==> src/hdl/src_pkg.sv <==
// Purpose: shared constants and types of the system reset controller
// Assumes: 100 MHz system clock, 32-bit AHB-Lite register access
// Notes: register byte address is four times the register index
package src_pkg;
    localparam int CLK_PERIOD_NS = 10;
    // register indexes; byte address = index << ADDR_LSB
    localparam logic [7:0] IDX_FLAGS = 8'h00;
    localparam logic [7:0] IDX_SOFT = 8'h01;
    localparam logic [7:0] IDX_KEY = 8'h02;
    localparam int ADDR_LSB = 2;
    // cause flag positions
    localparam int FLAG_POR = 0;
    localparam int FLAG_BOD = 1;
    localparam int FLAG_PIN = 2;
    localparam int FLAG_WDT = 3;
    localparam int FLAG_SOFT = 4;
    localparam int FLAG_DBG = 5;
    localparam int NUM_SRC = 6;
    localparam logic [NUM_SRC-1:0] FLAGS_RESET = 6'h01;
    localparam logic [NUM_SRC-1:0] FLAGS_ALL = 6'h3F;
    localparam int SOFT_TRIG_BIT = 0;
    localparam int KEY_UNLOCK_BIT = 0;
    // unlock key value is arbitrary
    localparam logic [7:0] IO_KEY = 8'hA5;
    localparam logic [2:0] CCP_WINDOW_CYCLES = 3'h4;
    localparam logic [2:0] BOD_LEVEL_MIN = 3'h0;
    // timing
    localparam int INIT_TIME_NS = 640;
    localparam int INIT_CYCLES = (INIT_TIME_NS + CLK_PERIOD_NS - 1) / CLK_PERIOD_NS;
    localparam int SUT_STEP_US = 1000;
    localparam int SUT_STEP_CYCLES = SUT_STEP_US * 1000 / CLK_PERIOD_NS;
    localparam int SCAN_TIME_US = 100;
    localparam int SCAN_CYCLES = SCAN_TIME_US * 1000 / CLK_PERIOD_NS;
    localparam int TIMER_W = 24;

    typedef enum logic [2:0] {
        ST_RUN = 3'b001,
        ST_HOLD = 3'b010,
        ST_INIT = 3'b100
    } src_state_e;

    typedef struct packed {
        logic bod_enable;
        logic [2:0] bod_level;
        logic pin_reset_en;
        logic [2:0] startup_delay;
        logic scan_at_start;
    } src_fuse_s;

    typedef struct packed {
        logic por_low;
        logic bod_low;
        logic reset_pin_n;
        logic wdt_timeout;
        logic debug_req;
    } src_req_s;
endpackage

==> src/hdl/src_init_timer.sv <==
// Purpose: down counter timing the internal initialization phase
// Assumes: load value of at least one
// Notes: busy_q is high from the edge after load until the count runs out
`timescale 1ns/100ps
`default_nettype none
module src_init_timer #(
    parameter int W = 24
) (
    input wire logic sys_clk,
    input wire logic rst_n,
    input wire logic load,
    input wire logic [W-1:0] load_val,
    output logic busy_q
);
    logic [W-1:0] count_q;
    logic [W-1:0] count_d;
    logic busy_d;

    always_comb begin
        count_d = count_q;
        if (load) begin
            count_d = load_val;
        end else if (count_q != '0) begin
            count_d = count_q - W'(1);
        end
        busy_d = (count_d != '0);
    end

    always_ff @(posedge sys_clk or negedge rst_n) begin
        if (!rst_n) begin
            count_q <= '0;
            busy_q <= 1'b0;
        end else begin
            count_q <= count_d;
            busy_q <= busy_d;
        end
    end
endmodule
`default_nettype wire

==> src/hdl/src_reset_ctrl.sv <==
// Purpose: merges reset sources into the device reset and records the cause
// Assumes: AHB-Lite slave, single word transfers, fuses stable while running
// Notes: reads take one wait state, writes none; response always OKAY
`timescale 1ns/100ps
`default_nettype none
// Contract
// - controller always on, some sources need enabling
// - fuse and signature reload after every reset
// - cause flags readable at register zero
// - power-on always enabled, holds until init done
// - supply drop reasserts reset at once
// - unused brown-out forced to minimum level
// - enabled low pin holds reset until high
// - watchdog timeout issues a reset
// - soft trigger write starts full reset sequence
// - supply resets also reset the debug port
// - hold while sources active, then initialize
// - startup delay added only for supply resets
// - memory scan at start lengthens initialization
// - works and accepts requests in all modes
// - unprotected soft register writes are ignored
// - six flags: debug, soft, watchdog, pin, brown-out, power-on
// - writing one clears flag; power-on clears others
// - after power-on no other flag until booted
// - soft trigger always reads back zero
module src_reset_ctrl
    import src_pkg::*;
#(
    parameter int STEP_CYCLES = SUT_STEP_CYCLES,
    parameter int MEMSCAN_CYCLES = SCAN_CYCLES,
    parameter int BASE_CYCLES = INIT_CYCLES
) (
    input wire logic sys_clk,
    input wire logic rst_n,
    input wire logic hsel,
    input wire logic [31:0] haddr,
    input wire logic [1:0] htrans,
    input wire logic hwrite,
    input wire logic [2:0] hsize,
    input wire logic [31:0] hwdata,
    input wire logic hready,
    output logic hreadyout,
    output logic hresp,
    output logic [31:0] hrdata,
    input wire src_fuse_s fuse,
    input wire src_req_s req,
    output logic sys_reset_q,
    output logic debug_reset_q,
    output logic fuse_reload_q,
    output logic [2:0] bod_level_q
);
    // pin synchronizer
    logic pin_meta_q;
    logic pin_sync_q;

    always_ff @(posedge sys_clk or negedge rst_n) begin
        if (!rst_n) begin
            pin_meta_q <= 1'b1;
            pin_sync_q <= 1'b1;
        end else begin
            pin_meta_q <= req.reset_pin_n;
            pin_sync_q <= pin_meta_q;
        end
    end

    // source vector, gated by fuse enables
    logic soft_req_q;
    logic [NUM_SRC-1:0] src_vec;
    logic any_src;
    logic supply_src;

    always_comb begin
        src_vec = '0;
        src_vec[FLAG_POR] = req.por_low;
        src_vec[FLAG_BOD] = fuse.bod_enable & req.bod_low;
        src_vec[FLAG_PIN] = fuse.pin_reset_en & ~pin_sync_q;
        src_vec[FLAG_WDT] = req.wdt_timeout;
        src_vec[FLAG_SOFT] = soft_req_q;
        src_vec[FLAG_DBG] = req.debug_req;
        any_src = |src_vec;
        supply_src = src_vec[FLAG_POR] | src_vec[FLAG_BOD];
    end

    // bus and registers
    logic dp_valid_q;
    logic dp_valid_d;
    logic dp_write_q;
    logic dp_write_d;
    logic [7:0] dp_idx_q;
    logic [7:0] dp_idx_d;
    logic rd_pend_q;
    logic rd_pend_d;
    logic hready_d;
    logic [31:0] hrdata_d;
    logic [NUM_SRC-1:0] flags_q;
    logic [NUM_SRC-1:0] flags_d;
    logic [2:0] unlock_q;
    logic [2:0] unlock_d;
    logic soft_req_d;
    logic boot_done_q;
    logic boot_done_d;
    logic [NUM_SRC-1:0] flag_set;
    logic [NUM_SRC-1:0] flag_clr;
    logic wr_ok;
    logic boot_end;
    logic [2:0] bod_level_d;

    function automatic logic [31:0] read_mux(input logic [7:0] idx,
                                             input logic [NUM_SRC-1:0] flg,
                                             input logic unl);
        logic [31:0] v;
        v = '0;
        if (idx == IDX_FLAGS) begin
            v[NUM_SRC-1:0] = flg;
        end else if (idx == IDX_KEY) begin
            v[KEY_UNLOCK_BIT] = unl;
        end
        // soft register and unmapped read as zero
        return v;
    endfunction

    always_comb begin
        dp_valid_d = 1'b0;
        dp_write_d = dp_write_q;
        dp_idx_d = dp_idx_q;
        if (hsel && htrans[1] && hready) begin
            dp_valid_d = 1'b1;
            dp_write_d = hwrite;
            dp_idx_d = haddr[ADDR_LSB+7:ADDR_LSB];
        end
        // one wait state lets a write in the previous data phase land first
        rd_pend_d = dp_valid_d & ~dp_write_d;
        hready_d = ~rd_pend_d;
        hrdata_d = hrdata;
        if (rd_pend_q) begin
            hrdata_d = read_mux(dp_idx_q, flags_q, unlock_q != 3'h0);
        end
        wr_ok = dp_valid_q & dp_write_q;
        unlock_d = (unlock_q != 3'h0) ? unlock_q - 3'h1 : 3'h0;
        soft_req_d = 1'b0;
        flag_clr = '0;
        if (wr_ok && dp_idx_q == IDX_KEY && hwdata[7:0] == IO_KEY) begin
            unlock_d = CCP_WINDOW_CYCLES;
        end
        if (wr_ok && dp_idx_q == IDX_SOFT) begin
            // a locked write changes nothing
            if (unlock_q != 3'h0) begin
                soft_req_d = hwdata[SOFT_TRIG_BIT];
                unlock_d = 3'h0;
            end
        end
        if (wr_ok && dp_idx_q == IDX_FLAGS) begin
            flag_clr = hwdata[NUM_SRC-1:0];
        end
        boot_done_d = boot_done_q | boot_end;
        flag_set = boot_done_q ? src_vec : (src_vec & FLAGS_RESET);
        flags_d = (flags_q & ~flag_clr) | flag_set;
        if (src_vec[FLAG_POR]) begin
            flags_d = FLAGS_RESET;
            boot_done_d = 1'b0;
        end
        bod_level_d = fuse.bod_enable ? fuse.bod_level : BOD_LEVEL_MIN;
    end

    always_ff @(posedge sys_clk or negedge rst_n) begin
        if (!rst_n) begin
            dp_valid_q <= 1'b0;
            dp_write_q <= 1'b0;
            dp_idx_q <= 8'h00;
            rd_pend_q <= 1'b0;
            hreadyout <= 1'b1;
            hresp <= 1'b0;
            hrdata <= 32'h0000_0000;
            flags_q <= FLAGS_RESET;
            unlock_q <= 3'h0;
            soft_req_q <= 1'b0;
            boot_done_q <= 1'b0;
            bod_level_q <= BOD_LEVEL_MIN;
        end else begin
            dp_valid_q <= dp_valid_d;
            dp_write_q <= dp_write_d;
            dp_idx_q <= dp_idx_d;
            rd_pend_q <= rd_pend_d;
            hreadyout <= hready_d;
            hresp <= 1'b0;
            hrdata <= hrdata_d;
            flags_q <= flags_d;
            unlock_q <= unlock_d;
            soft_req_q <= soft_req_d;
            boot_done_q <= boot_done_d;
            bod_level_q <= bod_level_d;
        end
    end

    // sequencer; no sleep input gates it, so it runs in every mode
    src_state_e state_q;
    src_state_e state_d;
    logic supply_q;
    logic supply_d;
    logic timer_load;
    logic timer_busy;
    logic [TIMER_W-1:0] init_len;
    logic sys_reset_d;
    logic debug_reset_d;
    logic fuse_reload_d;

    function automatic logic [TIMER_W-1:0] init_cycles(input logic supply,
                                                      input logic [2:0] startup_delay_field,
                                                      input logic scan);
        logic [TIMER_W-1:0] n;
        n = TIMER_W'(BASE_CYCLES);
        if (supply) begin
            n = n + TIMER_W'(startup_delay_field) * TIMER_W'(STEP_CYCLES);
        end
        if (scan) begin
            n = n + TIMER_W'(MEMSCAN_CYCLES);
        end
        return n;
    endfunction

    always_comb begin
        state_d = state_q;
        supply_d = supply_q | supply_src;
        timer_load = 1'b0;
        fuse_reload_d = 1'b0;
        boot_end = 1'b0;
        init_len = init_cycles(supply_d, fuse.startup_delay, fuse.scan_at_start);
        unique case (state_q)
            ST_RUN: begin
                if (any_src) begin
                    state_d = ST_HOLD;
                end
            end
            ST_HOLD: begin
                if (!any_src) begin
                    state_d = ST_INIT;
                    timer_load = 1'b1;
                    fuse_reload_d = 1'b1;
                end
            end
            ST_INIT: begin
                if (any_src) begin
                    state_d = ST_HOLD;
                end else if (!timer_busy) begin
                    state_d = ST_RUN;
                    boot_end = 1'b1;
                end
            end
        endcase
        if (state_d == ST_RUN) begin
            supply_d = 1'b0;
        end
        sys_reset_d = (state_d != ST_RUN);
        debug_reset_d = sys_reset_d & supply_d;
    end

    always_ff @(posedge sys_clk or negedge rst_n) begin
        if (!rst_n) begin
            state_q <= ST_HOLD;
            supply_q <= 1'b1;
            sys_reset_q <= 1'b1;
            debug_reset_q <= 1'b1;
            fuse_reload_q <= 1'b0;
        end else begin
            state_q <= state_d;
            supply_q <= supply_d;
            sys_reset_q <= sys_reset_d;
            debug_reset_q <= debug_reset_d;
            fuse_reload_q <= fuse_reload_d;
        end
    end

    src_init_timer #(
        .W(TIMER_W)
    ) u_timer (
        .sys_clk(sys_clk),
        .rst_n(rst_n),
        .load(timer_load),
        .load_val(init_len),
        .busy_q(timer_busy)
    );
endmodule
`default_nettype wire

==> config.mk <==
export PLATFORM = sky130hd
export DESIGN_NAME = src_reset_ctrl
export DESIGN_NICKNAME = d
export VERILOG_FILES = /design/src/hdl/src_pkg.sv /design/src/hdl/src_init_timer.sv /design/src/hdl/src_reset_ctrl.sv
export SDC_FILE = /design/constraint.sdc
export NUM_CORES = 1
export LEC_CHECK = 0
export ABC_AREA = 0
export BUFFER_PORTS_ARGS = -buffer_cell sky130_fd_sc_hd__buf_2
export CORE_UTILIZATION = 55
export CTS_BUF_LIST = sky130_fd_sc_hd__clkbuf_4 sky130_fd_sc_hd__clkbuf_8
export DETAILED_ROUTE_END_ITERATION = 16
export PLACE_DENSITY = 0.83
export SYNTH_ARGS = -nofsm -noshare
export SYNTH_HDL_FRONTEND = slang
export SYNTH_SLANG_ARGS = --single-unit
==> constraint.sdc <==
create_clock -name sys_clk -period 5.8 [get_ports sys_clk]
set_input_delay 0.87 -clock sys_clk [delete_from_list [all_inputs] [get_ports sys_clk]]
set_output_delay 0.87 -clock sys_clk [all_outputs]
set_load 0.01 [all_outputs]
; Yosys cells after proc, flatten, opt, wreduce, memory -nomap -nowiden
; Cells that the tools add are included.
[totals]
reg_bits = 66
input_bits = 88
[classes]
n_addsub = 4
multipliers = 1
eq_ne = 8
n_mux = 31
bitwise = 14
reduce_logical = 11
[op_table]
columns = op, count
row1 = $mux 24, 3
row2 = $reduce_bool 24->1, 2
row3 = $mux 3, 9
row4 = $add 24x14->24 const B, 1
row5 = $sub 24x1->24 const B, 1
row6 = $add 7x20->21 const A, 1
row7 = $mux 21, 1
row8 = $mux 6, 3
row9 = $mul 3x12->15 const B, 1
row10 = $mux 1, 13
row11 = $pmux 3 s3, 1
row12 = $eq 8x1->1 const B, 1
row13 = $eq 8x2->1 const B, 1
row14 = $eq 8x8->1 const B, 1
row15 = $logic_not 8->1, 1
row16 = $and 6x6->6, 1
row17 = $eq 3x1->1 const B, 2
row18 = $logic_and 1x1->1, 6
row19 = $not 6->6, 1
row20 = $or 6x6->6, 1
row21 = $reduce_or 6->1, 1
row22 = $and 1x1->1, 5
row23 = $mux 5, 1
row24 = $eq 3x2->1 const B, 1
row25 = other kinds (6), 10

; Depth between registers and ports, before layout
[logic_depth]
depth_word = 8
mapped_depth = 15
mapped_depth_nobuf = 15

; Hierarchy
; Synthesis repeated with hierarchy kept, for this count alone.
[hier_totals]
hier_cells = 481
area_unflattened_um2 = 4445.5
[by_module_without_submodules]
columns = mod, n_inst, cells_each, area_per_inst_um2, seq_area_each_um2
row1 = src_reset_ctrl, 1, 279, 2716.4, 1009.7
row2 = src_init_timer, 1, 202, 1729.2, 625.6

; Worst setup path after synthesis
; No wires, ideal clock.
[synth_timing]
path_type = input-to-reg
start = in fuse[2] (netlist name)
end = reg u_timer.busy_q
setup_ps = 136
t_arrival_ps = 3564
t_required_ps = 5664
setup_slack_ps = 2100
path_stages = 13
n_path_buf = 1
path_cell_list = buf_2 inv_1 ha_1 inv_1 ha_1 or3_1 nand2_1 a211oi_1 o32ai_1 nand4_1 o311ai_0 o211a_1 nand4_1
[synth_between]
elab_chain_len = 7
[synth_rtl]
columns = element, line
row1 = "start, declared", src_reset_ctrl.sv:45  ; input wire src_fuse_s fuse,
row2 = $mul 3x12->15 (*), src_reset_ctrl.sv:213  ; n = n + TIMER_W'(startup_delay_field) * TIMER_W'(STEP_CYCLES);
row3 = $add 7x20->21 (*), src_reset_ctrl.sv:213
row4 = $mux 21 (*), src_reset_ctrl.sv:212  ; if (supply) begin
row5 = $add 24x14->24, src_reset_ctrl.sv:216  ; n = n + TIMER_W'(MEMSCAN_CYCLES);
row6 = $mux 24 (*), src_reset_ctrl.sv:215  ; if (scan) begin
row7 = $mux 24 (*), src_init_timer.sv:21  ; if (load) begin
row8 = $reduce_bool 24->1 (*), src_init_timer.sv:26  ; busy_d = (count_d != '0);
row9 = named net u_timer.busy_d, src_init_timer.sv:17  ; logic busy_d;
row10 = "end signal, assigned", src_init_timer.sv:35  ; busy_q <= busy_d;
row11 = "end, declared", src_init_timer.sv:13  ; output logic busy_q
; The timed path passes the listed nets; every way through them passes the cells marked *.
; A chain may end at the register's enable or synchronous reset.

; Worst setup path after layout
; Same ends and word-level chain as after synthesis.

==> flow_summary.json <==
{
  "grt_max_degree": 66,
  "insertion_delay_ns": 0.34,
  "layout-drive-gt1-share_pct": 19.2,
  "h-tree-depth": 3,
  "power_density_mw_per_mm2": 307,
  "rrSetupSlack_ns": 2.39,
  "wire_per_inst_um": 14.4,
  "design_area_mm2": 0.00441,
  "worst_pin_slew_ns": 0.786,
  "worst_path_largest_cell_delay_ns": 0.47,
  "p_leak_nw": 1.99,
  "routabilityCongestion": 0.871,
  "cp-start-kind": "input pin",
  "rows": 30,
  "yosys.area.top_type_share_pct": 36.4,
  "fp.dieW_um": 87.1,
  "root_buffer": "clkbuf_8",
  "ant_nets": 0,
  "syn2layout_area_growth_pct": 10.7,
  "die_area_mm2": 0.00759,
  "synth_compound_area_share_pct": 12.2,
  "clkSinkCount": 65,
  "dr.pass1.iters": 4,
  "initial_core_util_pct": 57.7,
  "yosysSeqAreaShare_pct": 41.0,
  "synth-edff-count": 0,
  "timing.hold.ws_ns": 0.360,
  "report.final.slew_viol_count": 0,
  "maxCapViolations": 0,
  "syn_inst": 431,
  "ys_warn_count": 0,
  "synthSimpleGateAreaFrac_pct": 23.3,
  "postSynth.asyncResetShare_pct": 100,
  "worst_path_dominant_cell_family": "compound AO/OA/AOI/OAI gates",
  "rsz0062_at_grt": "false",
  "status": "completed",
  "core-area_mm2": 0.00691,
  "path_max_fanout": 12,
  "port_buffers": 48,
  "power_mw": 1.35,
  "cts_hold_buf": 0,
  "worstPathCellList": "buf_2 > inv_1 > ha_1 > inv_1 > ha_1 > or3_1 > nand2_1 > a211oi_1 > o32ai_1 > nand4_1 > o311ai_0 > o211a_1 > nand4_1",
  "synthDistinctLibCells": 65,
  "fin_skew_ns": 0.0107,
  "grt_first_pass_wirelength_um": 14300,
  "end_kind": "flip-flop",
  "clock.fmax_mhz": 249,
  "cts_inserted_buffers": 9,
  "wirelength_um": 8360,
  "ys_ff_latch": 65,
  "syn_avg_cell_area_um2": 9.25,
  "ys.flop_type": "dfrtp_1",
  "clk_pin_slew_worst_paths_ns": 0.08,
  "period_share_pct": 69.3,
  "die_h_um": 87.1,
  "drc": 0,
  "ir_drop_v": 0.000139,
  "gr-usage-all-layers_pct": 24.4,
  "synth_area_leaders": "dfrtp_1 (36%), buf_4 (5.1%), dfstp_2 (4.6%)",
  "slew_headroom_pct": 47.6,
  "critPathBufInv": 3,
  "synth_top_family_by_area": "simple AND/OR/NAND/NOR gates",
  "clk_path_buf_depth": 2,
  "ioPinCount": 128,
  "synth-xor-area-share_pct": 7.22,
  "drt_iter0_drc": 219,
  "post_cts_resized": 0,
  "timing.final.hold_violations": 0,
  "place_hpwl_um": 6150,
  "period_minus_slack_ns": 4.02,
  "tns_ns": 0,
  "avgViaCountPerCell": 5.56,
  "nets": 581,
  "arrival_ns": 4.21,
  "post_cts_buffers": 0,
  "final_common_cell": "dfrtp_1",
  "overflow": 0,
  "place_area_mm2": 0.00421,
  "synth_adder_area_share_pct": 4.27,
  "worst_path_max_delay_cell": "o32ai_1",
  "cts_tree": "done",
  "antenna_found_initial": 0,
  "yosysTopAreaCell": "dfrtp_1",
  "crit_required_ns": 5.99,
  "antenna_cells": 0,
  "layout_common_cells": "dfrtp_1 (58), buf_2 (48), nor2_1 (43)",
  "grt_pass1_vias": 3102,
  "crit_type": "in -> reg",
  "hold_path.class": "reg -> reg",
  "vias": 3228,
  "syn-cell-area_mm2": 0.00399,
  "setup_violations": 0,
  "muxShareOfSynthArea_pct": 3.80
}
-- worst paths after layout --
check                                       to  cells after the start  startpoint
worst min-delay path                pin_sync_q                      0  pin_meta_q
worst max register to register  u_timer.busy_q                      9  soft_req_q
worst max-delay path            u_timer.busy_q                     13     fuse[2]
min in group asynchronous            hrdata[3]                      2       rst_n
worst min register to register      pin_sync_q                      0  pin_meta_q
max in group asynchronous        fuse_reload_q                      2       rst_n
-- cells by family after synthesis --
group / Yosys count
flops: 65
buf+inv: 58
other cells: 1
compound gates: 76
xor+xnor: 32
simple gates: 172
mux: 14
fa+ha+maj: 13
-- layout make-up --
class | count | area [µm²]
flip-flops and latches | 65 | 1640
repair buffers | 50 | 255
fillers | 565 | 2490
multi-input cells | 334 | 2130
inverters | 20 | 75.1
clock inverters | 7 | 78.8
clock buffers | 9 | 124
well taps | 96 | 120
-- power breakdown --
part | internal (mW) | leakage [nW] | total, mW | switching, mW
Combinational | 0.155 | 1.08 | 0.366 | 0.211
Sequential | 0.526 | 0.816 | 0.597 | 0.0712
Clock | 0.203 | 0.0977 | 0.391 | 0.189
-- cell usage after synthesis (4+ instances only) --
library cell	number
a21oi_1	16
a31oi_1	5
and2_1	5
buf_4	27
clkbuf_1	7
dfrtp_1	58
dfstp_2	7
ha_1	12
inv_1	19
mux2_2	9
mux2i_1	5
nand2_1	42
nand2b_1	5
nand3_1	8
nand4_1	6
nor2_1	43
nor3_1	17
nor3b_1	4
nor4_1	7
o21ai_0	20
or3_1	7
xnor2_1	16
xor2_1	15
-- layer usage --
layer  vias up  wire length, µm  track usage (%)
met5         -                0                0
met4         0              118             9.24
met3        14              456             5.59
met2       120             4050             40.2
met1      1526             3730             31.4
li1       1568                -                -
-- state kept, by name (all words and copies together), names as in the netlist --
register and flops:
hreadyout 1, u_timer.busy_q 1, hrdata 6, fuse_reload_q 1
pin_meta_q 1, sys_reset_q 1, flags_q 6, dp_idx_q 8
dp_valid_q 1, unlock_q 3, bod_level_q 3, state_q 3
dp_write_q 1, pin_sync_q 1, boot_done_q 1, debug_reset_q 1
soft_req_q 1, rd_pend_q 1, u_timer.count_q 24
-- per-stage QoR --
step,instances,worst slack (ns),util [%]
after floorplan,457,2.10,-
after global placement,565,1.51,61.0
after detailed placement,565,1.45,61.0
after CTS,581,1.80,63.9
after global routing,581,1.42,63.9
final,581,1.78,63.9
Note: power is estimated with default switching activity, not from simulation.
